File: config.mk
export PLATFORM = sky130hd
export DESIGN_NAME = ssf_status_flags
export DESIGN_NICKNAME = d
export VERILOG_FILES = /design/src/ssf_timer.v /design/src/ssf_status_flags.v
export VERILOG_INCLUDE_DIRS = /design/src
export SDC_FILE = /design/constraint.sdc
export NUM_CORES = 1
export LEC_CHECK = 0
export BUFFER_PORTS_ARGS = -buffer_cell sky130_fd_sc_hd__buf_2
export CORE_ASPECT_RATIO = 1.75
export CORE_MARGIN = 4
export CORE_UTILIZATION = 57
export DETAILED_ROUTE_END_ITERATION = 12
export GPL_TIMING_DRIVEN = 1
export PLACE_DENSITY = 0.75
export SYNTH_ARGS = -nofsm -noshare
export SYNTH_HDL_FRONTEND = slang
export SYNTH_SLANG_ARGS = --single-unit
export TNS_END_PERCENT = 100
File: constraint.sdc
create_clock -name clk -period 2.8 [get_ports clk]
set_input_delay 0.14 -clock clk [delete_from_list [all_inputs] [get_ports clk]]
set_output_delay 0.14 -clock clk [all_outputs]
set_load 0.05 [all_outputs]
File: src/ssf_consts.vh
// Constants for the sensor status flag block: offsets, bit positions, resets, timing.
// Assumes a 40 MHz core clock; included by bare name.
// Function
// RL1: Any reset sets reset-occurred flag bit 1.
// RL2: Status read or transmitted status clears reset flag.
// RL3: Init flag set at reset until data valid.
// RL4: Undervoltage sets supply error bit 7.
// RL5: Analog regulator fault sets bit 3.
// RL6: Digital regulator fault sets bit 2.
// RL7: OTP regulator fault sets bit 1.
// RL8: Continuity break sets bit 0, resets zero.
// RL9: Shared recovery timer reloads while any fault.
// RL10: Report-disable setting decides how bits clear.
// RL11: Host ignores supply flags during reset/init.
// RL12: Summary bit 3 is OR of supply errors.
// RL13: Status registers read-only over SPI and I2C.
// RL14: Clear only after fault-free full recovery interval.
`ifndef SSF_CONSTS_VH
`define SSF_CONSTS_VH
`define SSF_OFS_MAIN_STATUS   8'h01
`define SSF_OFS_SUPPLY_STATUS 8'h02
`define SSF_BIT_INIT          0
`define SSF_BIT_RESET         1
`define SSF_BIT_SUPPLY_SUM    3
`define SSF_BIT_CONT          0
`define SSF_BIT_OTP_REG       1
`define SSF_BIT_DIG_REG       2
`define SSF_BIT_ANA_REG       3
`define SSF_BIT_UV            7
`define SSF_RESET_SUPPLY      8'h00
`define SSF_CLK_MHZ           40
`define SSF_RECOVERY_US       100
`define SSF_RECOVERY_CYCLES   (`SSF_RECOVERY_US * `SSF_CLK_MHZ)
`define SSF_DATA_VALID_US     1000
`define SSF_DATA_VALID_CYCLES (`SSF_DATA_VALID_US * `SSF_CLK_MHZ)
`define SSF_TIMER_W           16
`endif

File: src/ssf_timer.v
// Down counter with load; signals when it reaches zero.
// Assumes an active-low reset from the top module that asserts asynchronously.
`timescale 1ns/1ps
`default_nettype none
module ssf_timer #(
  parameter W = 16
) (
  input  wire         clk,
  input  wire         rst_n,
  input  wire         load,
  input  wire [W-1:0] load_val,
  output reg          zero
);
  reg [W-1:0] cnt_reg;
  always @(posedge clk or negedge rst_n) begin
    if (!rst_n) begin
      cnt_reg <= {W{1'b0}};
      zero    <= 1'b1;
    end else if (load) begin
      cnt_reg <= load_val;
      zero    <= (load_val == {W{1'b0}});
    end else if (cnt_reg != {W{1'b0}}) begin
      cnt_reg <= cnt_reg - {{(W-1){1'b0}}, 1'b1};
      zero    <= (cnt_reg == {{(W-1){1'b0}}, 1'b1});
    end
  end
endmodule // ssf_timer
`default_nettype wire

File: src/ssf_status_flags.v
// Status flag logic: reset/init bits of the main status register and supply error register.
// Assumes a register read port driven by the SPI/I2C front end, synchronous to clk.
`include "ssf_consts.vh"
`timescale 1ns/1ps
`default_nettype none
module ssf_status_flags #(
  parameter DATA_VALID_CYCLES = `SSF_DATA_VALID_CYCLES,
  parameter RECOVERY_CYCLES   = `SSF_RECOVERY_CYCLES
) (
  // Clock and reset.
  input  wire       clk,
  input  wire       rstn,
  input  wire       soft_reset,
  // Register read port from the serial interfaces.
  input  wire       rd_en,
  input  wire [7:0] rd_addr,
  output reg  [7:0] rd_data,
  // Status field of a data transmission carried the reset flag.
  input  wire       status_tx_reset,
  // Monitor inputs, levels.
  input  wire       undervoltage,
  input  wire       analog_reg_fault,
  input  wire       digital_reg_fault,
  input  wire       otp_reg_fault,
  input  wire       continuity_break,
  // Setting from the lock and write control register.
  input  wire       supply_error_report_disable,
  // Flag outputs.
  output reg        reset_occurred_flag,
  output reg        init_in_progress_flag,
  output reg        supply_error_summary,
  output reg  [7:0] supply_error_status
);
  // Reset synchroniser stages; the second stage is the internal reset.
  reg                    rs1_reg;
  reg                    rs2_reg;
  wire                   rst_n;

  // Initialisation counter and its next value.
  reg [31:0]             init_cnt_reg;
  reg [31:0]             init_cnt_next;
  reg                    init_next;
  wire                   init_done;

  // Next values of the flag registers and the read data register.
  reg                    reset_flag_next;
  reg [7:0]              sup_next;
  reg                    sum_next;
  reg [7:0]              rd_data_next;

  // Monitor levels gathered into register bit positions.
  reg [7:0]              faults;
  wire                   any_fault;
  wire                   timer_zero;

  // Read strobe decodes.
  wire                   main_read;
  wire                   supply_read;
  wire                   clear_reset_flag;

  // True when a read strobe addresses the given register offset.
  function is_addr;
    input       en;
    input [7:0] addr;
    input [7:0] ofs;
    begin
      is_addr = en && (addr == ofs);
    end
  endfunction

  // Builds the main status byte; bits outside this block read as zero.
  function [7:0] pack_main;
    input sum;
    input res;
    input init;
    begin
      pack_main                      = 8'h00;
      pack_main[`SSF_BIT_SUPPLY_SUM] = sum;
      pack_main[`SSF_BIT_RESET]      = res;
      pack_main[`SSF_BIT_INIT]       = init;
    end
  endfunction

  // Places the five monitor levels at their supply error bit positions.
  function [7:0] pack_faults;
    input uv;
    input ana;
    input dig;
    input otp;
    input cont;
    begin
      pack_faults                   = 8'h00;
      pack_faults[`SSF_BIT_UV]      = uv;
      pack_faults[`SSF_BIT_ANA_REG] = ana;
      pack_faults[`SSF_BIT_DIG_REG] = dig;
      pack_faults[`SSF_BIT_OTP_REG] = otp;
      pack_faults[`SSF_BIT_CONT]    = cont;
    end
  endfunction

  // The pin reset asserts at once but releases two edges later, so no
  // register behind the synchroniser leaves reset on an edge that the pin release may race.
  always @(posedge clk or negedge rstn) begin
    if (!rstn) begin
      rs1_reg <= 1'b0;
      rs2_reg <= 1'b0;
    end else begin
      rs1_reg <= 1'b1;
      rs2_reg <= rs1_reg;
    end
  end
  assign rst_n = rs2_reg;

  always @* begin
    faults = pack_faults(undervoltage,       // RL4
                         analog_reg_fault,   // RL5
                         digital_reg_fault,  // RL6
                         otp_reg_fault,      // RL7
                         continuity_break);  // RL8
  end
  assign any_fault = |faults;

  // Any fault reloads the shared recovery timer.
  ssf_timer #(.W(`SSF_TIMER_W)) u_timer (
    .clk      (clk),
    .rst_n    (rst_n),
    .load     (any_fault), // RL9
    .load_val (RECOVERY_CYCLES[`SSF_TIMER_W-1:0]),
    .zero     (timer_zero)
  );

  // With reporting disabled, flags follow the monitors; otherwise they clear after recovery.
  // A fault in the same cycle as the expiry keeps the bits, since it also reloads the timer.
  always @* begin
    if (supply_error_report_disable) begin // RL10
      sup_next = faults;
    end else if (timer_zero && !any_fault) begin
      sup_next = 8'h00; // RL14
    end else begin
      sup_next = supply_error_status | faults;
    end
    sum_next = |sup_next; // RL12
  end

  assign main_read        = is_addr(rd_en, rd_addr, `SSF_OFS_MAIN_STATUS);
  assign supply_read      = is_addr(rd_en, rd_addr, `SSF_OFS_SUPPLY_STATUS);
  assign clear_reset_flag = main_read || status_tx_reset;

  // The flag only ever sets through reset, so a clear here cannot race a set.
  always @* begin
    reset_flag_next = reset_occurred_flag;
    if (clear_reset_flag) begin
      reset_flag_next = 1'b0; // RL2
    end
  end

  // Counts from internal reset release until sensor data is valid.
  assign init_done = (init_cnt_reg >= DATA_VALID_CYCLES - 1);

  always @* begin
    init_next     = init_in_progress_flag;
    init_cnt_next = init_cnt_reg;
    if (init_in_progress_flag) begin
      if (init_done) begin
        init_next = 1'b0; // RL3
      end else begin
        init_cnt_next = init_cnt_reg + 32'h00000001;
      end
    end
  end

  // Read data holds between reads; the main byte shows values from before the read.
  always @* begin
    rd_data_next = rd_data;
    if (main_read) begin // RL13
      rd_data_next = pack_main(supply_error_summary, reset_occurred_flag,
                               init_in_progress_flag);
    end else if (supply_read) begin
      rd_data_next = supply_error_status;
    end else if (rd_en) begin
      rd_data_next = 8'h00;
    end
  end

  // Reset and initialisation flags; a soft reset acts like the pin reset.
  always @(posedge clk or negedge rst_n) begin
    if (!rst_n) begin
      reset_occurred_flag   <= 1'b1; // RL1
      init_in_progress_flag <= 1'b1; // RL3
      init_cnt_reg          <= 32'h00000000;
    end else if (soft_reset) begin
      reset_occurred_flag   <= 1'b1; // RL1
      init_in_progress_flag <= 1'b1; // RL3
      init_cnt_reg          <= 32'h00000000;
    end else begin
      reset_occurred_flag   <= reset_flag_next;
      init_in_progress_flag <= init_next;
      init_cnt_reg          <= init_cnt_next;
    end
  end

  // Supply error register and its summary bit, updated together.
  always @(posedge clk or negedge rst_n) begin
    if (!rst_n) begin
      supply_error_status  <= `SSF_RESET_SUPPLY; // RL8
      supply_error_summary <= 1'b0;
    end else if (soft_reset) begin
      supply_error_status  <= `SSF_RESET_SUPPLY;
      supply_error_summary <= 1'b0;
    end else begin
      supply_error_status  <= sup_next;
      supply_error_summary <= sum_next;
    end
  end

  // Read data register.
  always @(posedge clk or negedge rst_n) begin
    if (!rst_n) begin
      rd_data <= 8'h00;
    end else if (soft_reset) begin
      rd_data <= 8'h00;
    end else begin
      rd_data <= rd_data_next;
    end
  end
endmodule // ssf_status_flags
`default_nettype wire

# Yosys cells after proc, flatten, opt, wreduce, memory -nomap -nowiden
# Cells that the tools add are included.
# word_totals
regBits	70
in_bits	19
out_inout_bits	19
elab_cells	51
# op_classes
addsub	2
order_cmp	1
n_eq_ne	4
n_mux	20
bitwise	1
n_reduce_logical	13
# ops
operator	n
$mux W32	3
$mux W8	7
$add A32 B1 Y32 const B	1
$ge A32 B16 Y1 const B	1
$mux W16	2
$eq A16 B1 Y1 const B	1
$reduce_bool A16 Y1	1
$sub A16 B1 Y16 const B	1
$eq A8 B1 Y1 const B	1
$eq A8 B2 Y1 const B	1
$mux W1	8
$or A8 B8 Y8	1
$reduce_or A8 Y1	1
$reduce_bool A2 Y1	3
$reduce_or A5 Y1	1
$reduce_bool A4 Y1	1
$logic_and A1 B1 Y1	3
$ne A2 B2 Y1 const B	1
$reduce_and A2 Y1	1
$logic_not A1 Y1	1
$logic_or A1 B1 Y1	1

# Longest topological paths before layout
# depth
ltp_word	7
ltp_mapped	6

# By module
# A second synthesis with hierarchy kept.
# hier_totals
cells_unflattened	324
hier_area_um2	3378.2
# by_module_without_submodules
module	instances	cells_each	area_per_inst_um2	seq_area_each_um2
ssf_status_flags	1	211	2318.5	1328.8
ssf_timer	1	113	1059.8	426.7

# Worst setup path after synthesis
# Ideal clock, no wire load.
# synth_path
path_type	register -> register
startpoint	register init_in_progress_flag
endpoint	register init_cnt_reg[15]
setup_ns	0.078
t_arrival_ns	1.929
t_required_ns	2.722
slack_ns	0.794
stages_incl_launch_ff	6
path_cell_list	dfstp_2 > nor4b_1 > and4_1 > o211ai_2 > or4_1 > a21oi_1
# synth_via
elab_chain_cells	2
# synth_lines
element	line	text
from (decl)	ssf_status_flags.v:30	output reg init_in_progress_flag,
from (signal assigned)	ssf_status_flags.v:197	init_in_progress_flag <= init_next;
$reduce_bool A2 Y1 (no source line)	--	
$reduce_and A2 Y1 (no source line)	--	
to (signal assigned)	ssf_status_flags.v:198	init_cnt_reg <= init_cnt_next;
to (decl)	ssf_status_flags.v:40	reg [31:0] init_cnt_reg;
# Every way passes these cells.
# A chain may end at the register's enable or synchronous reset.

# Worst setup path after layout
# layout_path
startpoint	register init_cnt_reg[8]
endpoint	register init_cnt_reg[13]
# layout_via
elab_chain_cells	4
elab_cells_between_ends	7
# layout_lines
element	line	text
$add A32 B1 Y32	ssf_status_flags.v:167	init_cnt_next = init_cnt_reg + 32'h00000001;
$mux W32	ssf_status_flags.v:164	if (init_done) begin
$mux W32	ssf_status_flags.v:163	if (init_in_progress_flag) begin
$mux W32	ssf_status_flags.v:191	end else if (soft_reset) begin
# Parallel ways exist; a longest one is shown, timed or not. The select of a mux whose other input is x is not followed.

==> impl_metrics.csv <==
group,metric,value,unit
outcome,status,"finished, final reports clean",
setup_path,crit_type,"flop to flop",
timing,fmax,431,MHz
flow_run,max_cap_viol_count,0,
floorplanning,dieArea,6830,um2
setup_path,crit_chain,"or4_4 -> a31oi_4 -> o2111ai_2 -> or4_1 -> a21oi_1",
floorplanning,die_x,64.2,um
setup_path,worstPathArrival,2.58,ns
floorplanning,die_height,106,um
cells_and_area,multiInputGateArea,1330,um2
setup_path,data_required_critical_path,3.06,ns
setup_path,crit_path_max_fanout,15,
setup_path,timing.rr.start,"init_cnt_reg[8]",
synthesis,synthesis.yosys.warnings,0,
setup_path,ff_to_ff_path_depth,5,
drt,drtIter0Drc,81,
synthesis,post_synth_inst_count,302,
timing,hold_violations,0,
timing,finalCritPeriodShare,82.9,%
setup_path,critical_path.slowest_cell,"or4_1",
min_path,min_to,"reset_occurred_flag",
synthesis,synth_enable_flop_cells,0,
power,vdd.ir_drop.worst,419,uV
timing,timing_worst_slew_pin_value,0.816,ns
drt,final_antenna_net_count,0,
drt,route.detailed.drc,0,
global_route,grt_overflow_total,0,
setup_path,slowest_delay,0.60,ns
timing,final_max_slew_viol_count,0,
synthesis,fraction_of_post_synthesis_cell_area_in_the_top_cell_type_by_area,53.2,%
timing,relSlewSlack,45.6,%
global_route,antenna_found_initial,0,
synthesis,yosys_register_bits,70,
drt,wl_per_cell,15.5,um
min_path,worstHoldPathCells,3,
synthesis,synthesis.nets,325,
global_route,via_count_of_the_first_global_routing_pass,2415,
drt,routed_via_density,5.76,
clock_tree,cts_buffers,9,
synthesis,netlist_top_cells_area,"dfrtp_1, nor2_1, nor2b_1, a21oi_1, dfstp_2",
floorplanning,num_rows,35,
synthesis,async_flop_share,100,%
global_route,grtUsageTotal,21.3,%
cells_and_area,fin_nets,369,
cells_and_area,num_antenna_cells,0,
synthesis,post_synth.cell_area_avg,10.4,um2
floorplanning,placeableCoreArea,5300,um2
synthesis,yosys.cell_types.count,45,
min_path,min-delay-start,"status_tx_reset",
synthesis,syn-cell-area,3150,um2
clock_tree,clkSinkCount,70,
setup_path,r2r_end,"init_cnt_reg[13]",
global_route,grt_pass1_wl,11300,um
floorplanning,pin_count,38,
min_path,worst_hold_path_type,"input pin to flop",
placement,gpl.final_weighted_congestion,0.789,
clock_tree,cts_root_buf,"clkbuf_8",
synthesis,synth_common_cells,"dfrtp_1, nor2_1, a21oi_1, nor2b_1, nand3_1",
clock_tree,post_cts_resize_count,0,
clock_tree,path_clk_slew,0.07,ns
drt,drt_pass1_iterations,7,
drt,vias,2449,
clock_tree,cts-root-to-sink-buffers,2,
cells_and_area,filler_cell_count,424,
timing,period_minus_slack,2.32,ns
power,total_leakage_power,0.00159,uW
clock_tree,tritoncts,"done",
placement,io_buffers,37,
synthesis,synth_largest_area_cell,"dfrtp_1",
cells_and_area,largest_register_ff_count,32,
power,finalPower,1980,uW
synthesis,yosys.cell_count.top_type,"dfrtp_1",
floorplanning,start_util,59.5,%
timing,clock_skew,0.00927,ns
power,total_power_density_per_cell_area,544,nW/um2
clock_tree,htreeDepth,3,
timing,grt_setup_unrepaired,"no",
cells_and_area,register_area,1760,um2
timing,tns,0,ns
global_route,grt_start_max_net_pins,69,
setup_path,startpoint_kind_of_the_worst_setup_timing_path,"flop",
cells_and_area,post_route_cells_drive_above_1_share,18.8,%
synthesis,postSynth.topFlopCell,"dfrtp_1",
clock_tree,clk-insertion-delay-late,0.34,ns
cells_and_area,syn_to_final_growth,15.5,%
drt,detail_route.wirelength,6570,um
timing,setup_viol,0,
setup_path,reg2reg_setup_slack,0.48,ns
placement,detailed_place_hpwl,4710,um
synthesis,register_area_share_after_synthesis,55.7,%
setup_path,endpoint_class_of_the_critical_path,"flop",
-- per-stage QoR --
step	worst slack (ns)	cells	cell area, um2	util (%)	hold slack, ns
2_1_floorplan	0.712	302	3150	-	-0.156
6_report	0.478	425	3640	68.7	0.0109
5_1_grt	0.340	425	3640	68.7	0.0309
4_1_cts	0.474	425	3640	68.7	0.00560
3_3_place_gp	0.532	408	3420	64.6	-0.0744
3_5_place_dp	0.491	408	3420	64.6	-0.0737
-- placed cells by master, fill, tap and decap left out, types with 4 or more instances in the layout --
cell type and count:
nor4_1 7, nor3_1 6, xnor2_1 4, clkbuf_8 10, ha_1 4, nor2b_1 17
and2_1 4, nand3_1 15, inv_1 9, o21ai_0 12, nor2_1 33, or4_1 7
dfrtp_1 66, and3_1 5, o31ai_1 9, nand2_1 12, nand2b_1 4, buf_2 37
a22oi_1 5, or3_1 11, a21oi_1 21, xor2_1 6
-- area by class of cell --
class                           instances  area share [%]
Inverter                                9           0.928
Clock buffer                           10            3.78
Tap cell                               74            2.54
Sequential cell                        70            48.3
Multi-Input combinational cell        215            36.6
Timing Repair Buffer                   41            5.98
Clock inverter                          6            1.93
-- timing repair --
| action | CTS | global route |
|---|---|---|
| endpoints found under the hold margin | 2 | 0 |
| setup buffers | 0 | 0 |
| hold buffers | 1 | 0 |
-- critical path: cells and delay by family (launching register included) --
kind | cells | cell delay, ns
AND/OR/NAND/NOR | 2 | 1.16
AO/OA/AOI/OAI | 3 | 0.67
flip-flops | 1 | 0.41
-- worst max path at each step --
stage / startpoint / endpoint
after global routing: init_cnt_reg[6] / init_cnt_reg[11]
after floorplan: rs2_reg / init_cnt_reg[0]
after CTS: init_cnt_reg[8] / init_cnt_reg[11]
final: init_cnt_reg[8] / init_cnt_reg[13]
after global placement: init_cnt_reg[8] / init_cnt_reg[13]
after detailed placement: init_cnt_reg[8] / init_cnt_reg[11]
-- report_power, final --
part,internal (uW),total (uW),switching [uW]
Combinational,31.7,112,80.6
Clock,440,827,387
Sequential,1020,1040,14.0
-- logic make-up (layout without fill, tap and decap cells) --
kind of cell	count (synthesis)	count (layout)	synth area share [%]
mux	2	2	0.635
other cells	1	1	0.119
compound gates	63	63	13.5
simple gates	135	135	23.6
xor+xnor	10	10	2.78
fa+ha+maj	4	4	1.59
buf+inv	17	66	2.07
flops	70	70	55.7
-- routing by layer --
| metal | track usage (%) | up-vias | wire length [um] |
|---|---|---|---|
| met5 | 0 | - | 0 |
| met4 | 7.11 | 0 | 109 |
| met3 | 3.91 | 12 | 147 |
| met2 | 37.5 | 39 | 3650 |
| met1 | 25.8 | 1212 | 2660 |
| li1 | - | 1186 | - |
Power figures use the tool's default switching activity.
